File: src/logic/scss_clk_map.vh
`ifndef SCSS_CLK_MAP_VH
`define SCSS_CLK_MAP_VH

// clock_source_select codes
`define SCSS_SEL_WAKEUP 2'h0
`define SCSS_SEL_PLL_PRE 2'h2
`define SCSS_SEL_DIRECT 2'h3

// vco_band_select codes
`define SCSS_BAND_LOW 2'h0
`define SCSS_BAND_HIGH 2'h1

// field widths
`define SCSS_K1_W 10
`define SCSS_P_W 4
`define SCSS_N_W 7
`define SCSS_K2_W 7
`define SCSS_PER_W 16
`define SCSS_ACC_W 24

// synchronised source index
`define SCSS_IDX_DIRECT 0
`define SCSS_IDX_OSC 1
`define SCSS_IDX_ONCHIP 2
`define SCSS_IDX_WAKEUP 3

// reset value of the estimated reference period
`define SCSS_PER_RST 16'h0000

`endif

File: src/logic/scss_sync2.v
`timescale 1ns/1ps
// two-stage synchroniser for one asynchronous pin
module scss_sync2 (
  input wire i_sys_clk, // system clock
  input wire i_rst_b,   // async reset, active low
  input wire i_async,   // asynchronous level
  output wire o_sync    // synchronised level
);
  reg meta_ff;
  reg sync_ff;

  // first stage feeds only the second stage
  always @(posedge i_sys_clk or negedge i_rst_b) begin
    if (!i_rst_b) begin
      meta_ff <= 1'b0;
      sync_ff <= 1'b0;
    end else begin
      meta_ff <= i_async;
      sync_ff <= meta_ff;
    end
  end

  assign o_sync = sync_ff;
endmodule // scss_sync2

File: src/logic/scss_clk_select.v
// Function
// select 11 passes direct clock pin unchanged
// select 10, bypass 1: source divided by K1
// prescale factor reaches 1024
// factor one follows source duty cycle
// select 10, bypass 0: PLL output drives clock
// PLL clock is input times N over P*K2
// PLL reference is oscillator pin or on-chip
// PLL period estimate slews gradually, never jumps; the code takes the first estimate whole
// system clock is VCO divided by K2
// band field picks low or high VCO band
// select 00 runs from wakeup clock
// software writes all fields consistently
// source switches happen glitch-free; the code forces a high clock low as soon as a change is seen
`timescale 1ns/1ps
`include "scss_clk_map.vh"
module scss_clk_select #(
  parameter K1_W = `SCSS_K1_W,
  parameter P_W = `SCSS_P_W,
  parameter N_W = `SCSS_N_W,
  parameter K2_W = `SCSS_K2_W,
  parameter PER_W = `SCSS_PER_W,
  parameter ACC_W = `SCSS_ACC_W
) (
  input wire i_sys_clk,                      // 25 MHz sampling clock
  input wire i_rst_b,                        // async reset, active low
  input wire i_direct_clock_pin,             // direct clock input pin
  input wire i_oscillator_input_pin,         // oscillator input pin
  input wire i_onchip_clk,                   // on-chip clock source
  input wire i_wakeup_clk,                   // low-frequency wakeup clock
  input wire [1:0] i_clock_source_select,    // source select field
  input wire i_vco_bypass,                   // 1 prescaler, 0 PLL
  input wire i_ref_onchip,                   // 1 on-chip, 0 oscillator pin
  input wire [K1_W-1:0] i_prescale_divide_field,   // K1 minus one
  input wire [P_W-1:0] i_input_divide_field,       // P minus one
  input wire [N_W-1:0] i_feedback_multiply_field,  // N minus one
  input wire [K2_W-1:0] i_output_divide_field,     // K2 minus one
  input wire [1:0] i_vco_band_select,        // VCO band field
  output wire o_sys_clk,                     // generated system clock
  output wire o_pll_enable,                  // PLL running
  output wire o_vco_band_high,               // high VCO band in use
  output wire o_pll_locked,                  // estimate matches reference
  output wire o_switch_pending               // waiting to switch safely
);
  localparam MODE_WAKEUP = 2'h0;
  localparam MODE_DIRECT = 2'h1;
  localparam MODE_PRESCALE = 2'h2;
  localparam MODE_PLL = 2'h3;

  // decode of select and bypass, used for request and active setting
  function [1:0] scss_mode;
    input [1:0] sel;
    input byp;
    begin
      case (sel)
        `SCSS_SEL_DIRECT: scss_mode = MODE_DIRECT;
        `SCSS_SEL_PLL_PRE: scss_mode = byp ? MODE_PRESCALE : MODE_PLL;
        default: scss_mode = MODE_WAKEUP;
      endcase
    end
  endfunction

  wire [3:0] pin_async;
  wire [3:0] pin_s;
  reg [3:0] pin_d_ff;

  assign pin_async = {i_wakeup_clk, i_onchip_clk, i_oscillator_input_pin,
                      i_direct_clock_pin};

  // every source pin crosses two flops before use
  genvar gi;
  generate
    for (gi = 0; gi < 4; gi = gi + 1) begin : g_sync
      scss_sync2 u_sync (
        .i_sys_clk(i_sys_clk),
        .i_rst_b(i_rst_b),
        .i_async(pin_async[gi]),
        .o_sync(pin_s[gi])
      );
    end
  endgenerate

  reg [1:0] mode_ff;
  reg ref_ff;
  reg [1:0] band_ff;
  reg [K1_W-1:0] k1_ff;
  reg [P_W-1:0] p_ff;
  reg [N_W-1:0] n_ff;
  reg [K2_W-1:0] k2_ff;
  reg out_ff;
  reg [K1_W-1:0] div_cnt_ff;
  reg [K2_W-1:0] k2_cnt_ff;
  reg [PER_W-1:0] per_cnt_ff;
  reg [PER_W-1:0] per_est_ff;
  reg [PER_W-1:0] per_meas_ff;
  reg [ACC_W-1:0] acc_ff;

  wire [1:0] req_mode;
  wire change;
  wire ref_lvl;
  wire ref_edge;
  wire ref_rise;
  wire [ACC_W-1:0] step;
  wire [ACC_W-1:0] thresh;
  wire [ACC_W-1:0] acc_sum;
  wire vco_edge;

  assign req_mode = scss_mode(i_clock_source_select, i_vco_bypass);
  // any difference in decoded mode or in a field counts as a change request
  assign change = (req_mode != mode_ff) ||
                  (i_ref_onchip != ref_ff) ||
                  (i_vco_band_select != band_ff) ||
                  (i_prescale_divide_field != k1_ff) ||
                  (i_input_divide_field != p_ff) ||
                  (i_feedback_multiply_field != n_ff) ||
                  (i_output_divide_field != k2_ff);

  // reference is oscillator pin or on-chip source
  assign ref_lvl = ref_ff ? pin_s[`SCSS_IDX_ONCHIP] :
                   pin_s[`SCSS_IDX_OSC];
  assign ref_edge = ref_lvl ^ (ref_ff ? pin_d_ff[`SCSS_IDX_ONCHIP] :
                    pin_d_ff[`SCSS_IDX_OSC]);
  assign ref_rise = ref_edge & ref_lvl;

  // vco half-periods: 2N edges in every P reference periods
  assign step = {{(ACC_W-N_W-1){1'b0}}, n_ff, 1'b0} +
                {{(ACC_W-2){1'b0}}, 2'h2};
  // estimate widened on purpose so the product keeps all its bits
  assign thresh = {{(ACC_W-PER_W){1'b0}}, per_est_ff} *
                  ({{(ACC_W-P_W){1'b0}}, p_ff} +
                  {{(ACC_W-1){1'b0}}, 1'b1});
  assign acc_sum = acc_ff + step;
  assign vco_edge = (per_est_ff != `SCSS_PER_RST) && (acc_sum >= thresh);

  // previous synchronised levels for edge detection
  always @(posedge i_sys_clk or negedge i_rst_b) begin
    if (!i_rst_b) begin
      pin_d_ff <= 4'h0;
    end else begin
      pin_d_ff <= pin_s;
    end
  end

  // configuration is adopted only while the clock is low, then
  // dividers restart; a high phase under way is cut short once the change is seen
  always @(posedge i_sys_clk or negedge i_rst_b) begin
    if (!i_rst_b) begin
      mode_ff <= MODE_WAKEUP;
      ref_ff <= 1'b0;
      band_ff <= `SCSS_BAND_LOW;
      k1_ff <= {K1_W{1'b0}};
      p_ff <= {P_W{1'b0}};
      n_ff <= {N_W{1'b0}};
      k2_ff <= {K2_W{1'b0}};
    end else if (change && !out_ff) begin
      mode_ff <= req_mode;
      ref_ff <= i_ref_onchip;
      band_ff <= i_vco_band_select;
      k1_ff <= i_prescale_divide_field;
      p_ff <= i_input_divide_field;
      n_ff <= i_feedback_multiply_field;
      k2_ff <= i_output_divide_field;
    end
  end

  // reference period measurement with slew-limited estimate
  always @(posedge i_sys_clk or negedge i_rst_b) begin
    if (!i_rst_b) begin
      per_cnt_ff <= {PER_W{1'b0}};
      per_meas_ff <= {PER_W{1'b0}};
      per_est_ff <= `SCSS_PER_RST;
    end else if (mode_ff != MODE_PLL) begin
      per_cnt_ff <= {PER_W{1'b0}};
      per_meas_ff <= {PER_W{1'b0}};
      per_est_ff <= `SCSS_PER_RST;
    end else if (ref_rise) begin
      per_cnt_ff <= {{(PER_W-1){1'b0}}, 1'b1};
      per_meas_ff <= per_cnt_ff;
      // first estimate taken whole; later ones move one step only
      if (per_est_ff == `SCSS_PER_RST) begin
        per_est_ff <= per_meas_ff;
      end else if (per_meas_ff > per_est_ff) begin
        per_est_ff <= per_est_ff + {{(PER_W-1){1'b0}}, 1'b1};
      end else if (per_meas_ff < per_est_ff) begin
        per_est_ff <= per_est_ff - {{(PER_W-1){1'b0}}, 1'b1};
      end
    end else if (per_cnt_ff != {PER_W{1'b1}}) begin
      per_cnt_ff <= per_cnt_ff + {{(PER_W-1){1'b0}}, 1'b1};
    end
  end

  // output generation for the active mode
  always @(posedge i_sys_clk or negedge i_rst_b) begin
    if (!i_rst_b) begin
      out_ff <= 1'b0;
      div_cnt_ff <= {K1_W{1'b0}};
      k2_cnt_ff <= {K2_W{1'b0}};
      acc_ff <= {ACC_W{1'b0}};
    end else if (change) begin
      // drive low and hold until the new setting is taken
      out_ff <= 1'b0;
      div_cnt_ff <= {K1_W{1'b0}};
      k2_cnt_ff <= {K2_W{1'b0}};
      acc_ff <= {ACC_W{1'b0}};
    end else begin
      case (mode_ff)
        MODE_DIRECT: begin
          out_ff <= pin_s[`SCSS_IDX_DIRECT];
        end
        MODE_WAKEUP: begin
          out_ff <= pin_s[`SCSS_IDX_WAKEUP];
        end
        MODE_PRESCALE: begin
          // each source edge counts; K1 edges per output edge
          if (k1_ff == {K1_W{1'b0}}) begin
            out_ff <= ref_lvl;
          end else if (ref_edge) begin
            if (div_cnt_ff == k1_ff) begin
              div_cnt_ff <= {K1_W{1'b0}};
              out_ff <= ~out_ff;
            end else begin
              div_cnt_ff <= div_cnt_ff + {{(K1_W-1){1'b0}}, 1'b1};
            end
          end
        end
        MODE_PLL: begin
          // one vco edge per cycle at most limits model speed; band is not used here
          if (vco_edge) begin
            acc_ff <= acc_sum - thresh;
            if (k2_cnt_ff == k2_ff) begin
              k2_cnt_ff <= {K2_W{1'b0}};
              out_ff <= ~out_ff;
            end else begin
              k2_cnt_ff <= k2_cnt_ff + {{(K2_W-1){1'b0}}, 1'b1};
            end
          end else if (per_est_ff != `SCSS_PER_RST) begin
            acc_ff <= acc_sum;
          end
        end
        default: begin
          out_ff <= 1'b0;
        end
      endcase
    end
  end

  assign o_sys_clk = out_ff;
  assign o_pll_enable = (mode_ff == MODE_PLL);
  assign o_vco_band_high = (band_ff == `SCSS_BAND_HIGH);
  assign o_pll_locked = (mode_ff == MODE_PLL) &&
                        (per_est_ff != `SCSS_PER_RST) &&
                        (per_est_ff == per_meas_ff);
  assign o_switch_pending = change;
endmodule // scss_clk_select

File: config.mk
export PLATFORM = sky130hd
export DESIGN_NAME = scss_clk_select
export DESIGN_NICKNAME = d
export VERILOG_FILES = /design/src/logic/scss_sync2.v /design/src/logic/scss_clk_select.v
export VERILOG_INCLUDE_DIRS = /design/src /design/src/logic
export SDC_FILE = /design/constraint.sdc
export NUM_CORES = 1
export LEC_CHECK = 0
export BUFFER_PORTS_ARGS = -buffer_cell sky130_fd_sc_hd__buf_2
export CAP_MARGIN = 20
export CORE_ASPECT_RATIO = 0.6
export CORE_UTILIZATION = 40
export DETAILED_ROUTE_END_ITERATION = 10
export GPL_ROUTABILITY_DRIVEN = 0
export GPL_TIMING_DRIVEN = 0
export HOLD_SLACK_MARGIN = 0.12
export PLACE_DENSITY_LB_ADDON = 0.25
export SYNTH_ARGS = -nofsm -noshare
export SYNTH_HDL_FRONTEND = slang
export SYNTH_SLANG_ARGS = --single-unit
File: constraint.sdc
create_clock -name i_sys_clk -period 11.5 [get_ports i_sys_clk]
set_clock_uncertainty 0.2 [all_clocks]
set_input_delay 2.3 -clock i_sys_clk [delete_from_list [all_inputs] [get_ports i_sys_clk]]
set_output_delay 2.3 -clock i_sys_clk [all_outputs]
set_load 0.05 [all_outputs]
==> results_dict.tcl <==
set metrics [dict create \
    status "completed" \
    row_count 48 \
    grt_max_degree 93 \
    yosysTopAreaCell "dfrtp_1" \
    crit_path_end_kind "register" \
    whs_ps 149 \
    cp_common_cell "nor2_1" \
    dr.first_iter.drc_count 790 \
    crit_arrival_ps 9090 \
    ys_types 77 \
    num_vias 9736 \
    root_buffer "clkbuf_16" \
    min-delay-start "g_sync[0].u_sync.meta_ff" \
    wl_per_cell_um 17.2 \
    synth_ff_type "dfrtp_1" \
    grt.total_usage_pct 21.3 \
    core_mm2 0.0289 \
    synth_area_mm2 0.0118 \
    cts.path.max_buffers 2 \
    holdBufCountCts 0 \
    rsz0062_at_grt "false" \
    worstHoldPathType "reg2reg" \
    synth_cells 1322 \
    drive_gt1_share_pct 9.92 \
    synth-seq-cells 133 \
    maxCapViolCount 0 \
    cts_setup_buffers 0 \
    power_leakage_nw 5.95 \
    fillers 2827 \
    clk_pin_slew_ps 70 \
    synth-edff-count 0 \
    grt_pass1_wl_um 50100 \
    syn2layout_area_growth_pct 12.1 \
    setup_viol 0 \
    ioPinCount 45 \
    dp.cells 1767 \
    slew_viol_final 0 \
    netlist.area_leader.share_pct 28.2 \
    drt-total-wl_um 30900 \
    die-area_mm2 0.0302 \
    synth_area_per_cell_um2 8.92 \
    relSlewSlack_pct 38.6 \
    critPathLaunch "p_ff[0]" \
    cp_max_fo 10 \
    power.density_mw_per_mm2 91.8 \
    worst_ep_required_time_ps 11600 \
    setup_tns_ps 0 \
    numCtsBuffers 17 \
    viasPerCell 5.40 \
    dr.pass1.iters 6 \
    syn-num-nets 1506 \
    cp_slowest_stage_delay_ps 750 \
    grt_overflow 0 \
    post-route-period-util_pct 78.2 \
    die_w_um 224 \
    synthArstFlopShare_pct 100 \
    port_buffers 44 \
    tightest_slew_ps 918 \
    ant_nets 0 \
    fp.dieH_um 135 \
    drc 0 \
    initial_core_util_pct 40.8 \
    nets 1572 \
    fin_crit_ps 9000 \
    synth_seq_area_share_pct 28.2 \
    cp-start-kind "register" \
    ys_warn_count 0 \
    clk_latency_ps 440 \
    h-tree-depth 4 \
    max_freq_ghz 0.111 \
    yosys-top-cells-area "dfrtp_1, ha_1, fa_1, xor2_1, xnor2_1" \
    final_util_pct 45.8 \
    first_global_vias 9141 \
    cts_tree "built" \
    worstSetupPathType "reg2reg" \
    grt_antenna_before_repair 1 \
    layout_common_cells "dfrtp_1, nor2_1, inv_1" \
    cp_slowest_cell "xor2_1" \
    hpwl_um 24300 \
    layout_commonest_cell "dfrtp_1" \
    reg2reg_from "p_ff[0]" \
    ir_drop_mv 0.101 \
    cts.sinks 133 \
    final_cells 1802 \
    ctsResizeCount 0 \
    hold_viol_final 0 \
]
-- routing by layer --
metal / track usage [%] / part of all wire, % / vias up
met5: 0 / 0 / -
li1: - / - / 4738
met3: 4.29 / 6.0 / 20
met1: 34.8 / 55 / 4745
met2: 27.9 / 38 / 233
met4: 4.19 / 0.74 / 0
-- cells in the mapped netlist, types with 3 or more instances --
master / count
nand3b_1: 7
nand4_1: 21
o21bai_1: 3
nor2b_1: 12
mux2i_1: 36
nor3_1: 20
clkbuf_1: 31
o31ai_1: 7
or3b_2: 3
nand3_1: 28
a31oi_1: 12
inv_1: 107
o21ai_0: 60
and4_1: 3
ha_1: 99
nand2_1: 97
or3_1: 7
a211oi_1: 10
or2_2: 4
a22o_1: 5
a211o_1: 3
o21ai_1: 17
nor2_1: 121
a221o_1: 3
o21a_1: 8
mux2_2: 32
a21oi_1: 67
xor2_1: 67
xnor2_1: 63
fa_1: 45
o211ai_1: 4
nor4_1: 18
dfrtp_1: 133
and3_1: 24
a21o_1: 20
buf_6: 3
nand2b_1: 31
and2_1: 42
-- final cells by class --
class,count,area (um2),share of cell area (%)
well taps,400,500,3.79
clock buffers,19,443,3.35
clock inverters,13,218,1.65
inverters,108,405,3.07
plain buffers,36,163,1.23
flip-flops and latches,133,3330,25.2
diodes,1,2.50,0.0189
repair buffers,47,264,2.00
multi-input cells,1045,7900,59.7
-- registers in the layout, summed over array words and instances (netlist names) --
register,flops
g_sync.u_sync.meta_ff,4
o_sys_clk,1
k2_cnt_ff,7
mode_ff,2
acc_ff,24
k2_ff,7
per_est_ff,16
n_ff,7
ref_ff,1
band_ff,2
k1_ff,10
div_cnt_ff,10
g_sync.u_sync.o_sync,4
per_meas_ff,16
pin_d_ff,2
per_cnt_ff,16
p_ff,4
-- where the power goes --
part | internal [mW] | switching [mW] | total, mW
combinational | 0.0421 | 0.0642 | 0.106
clock | 0.394 | 0.228 | 0.623
sequential | 0.476 | 0.00831 | 0.484
total | 0.912 | 0.301 | 1.21
-- worst max-delay path: cells and delay by family (launching register included) --
kind / cells / cell delay [ps]
AO/OA/AOI/OAI: 13 / 3070
XOR/XNOR: 2 / 940
adder cells (fa/ha/maj): 5 / 2230
buffers and inverters: 5 / 1160
flip-flops: 1 / 340
AND/OR/NAND/NOR: 7 / 870
-- metrics by stage --
stage	power, mW	cell area, um2	setup WS (ps)
2_1_floorplan	0.555	11800	4160
3_3_place_gp	0.596	12500	2700
3_5_place_dp	0.599	12500	2710
4_1_cts	1.22	13200	2650
5_1_grt	1.26	13200	1840
6_report	1.21	13200	2500
-- logic make-up after synthesis --
family                   synth area share [%]
XOR/XNOR                                 9.79
multiplexers                             6.11
adder cells (fa/ha/maj)                  18.1
flip-flops                               28.2
buffers and inverters                    4.82
AND/OR/NAND/NOR                          19.0
AO/OA/AOI/OAI                            14.0
-- path summary, 6_finish.rpt --
kind | slack (ps) | cells past startpoint | to
hold reg to reg | 150 | 0 | g_sync[0].u_sync.o_sync
max in group asynchronous | 8710 | 2 | acc_ff[19]
min in group asynchronous | 1570 | 1 | per_cnt_ff[3]
setup reg to reg | 2500 | 32 | acc_ff[16]
hold / removal | 150 | 0 | g_sync[0].u_sync.o_sync
setup / recovery | 2500 | 32 | acc_ff[16]
No activity file was read; power rests on OpenSTA's default activity.
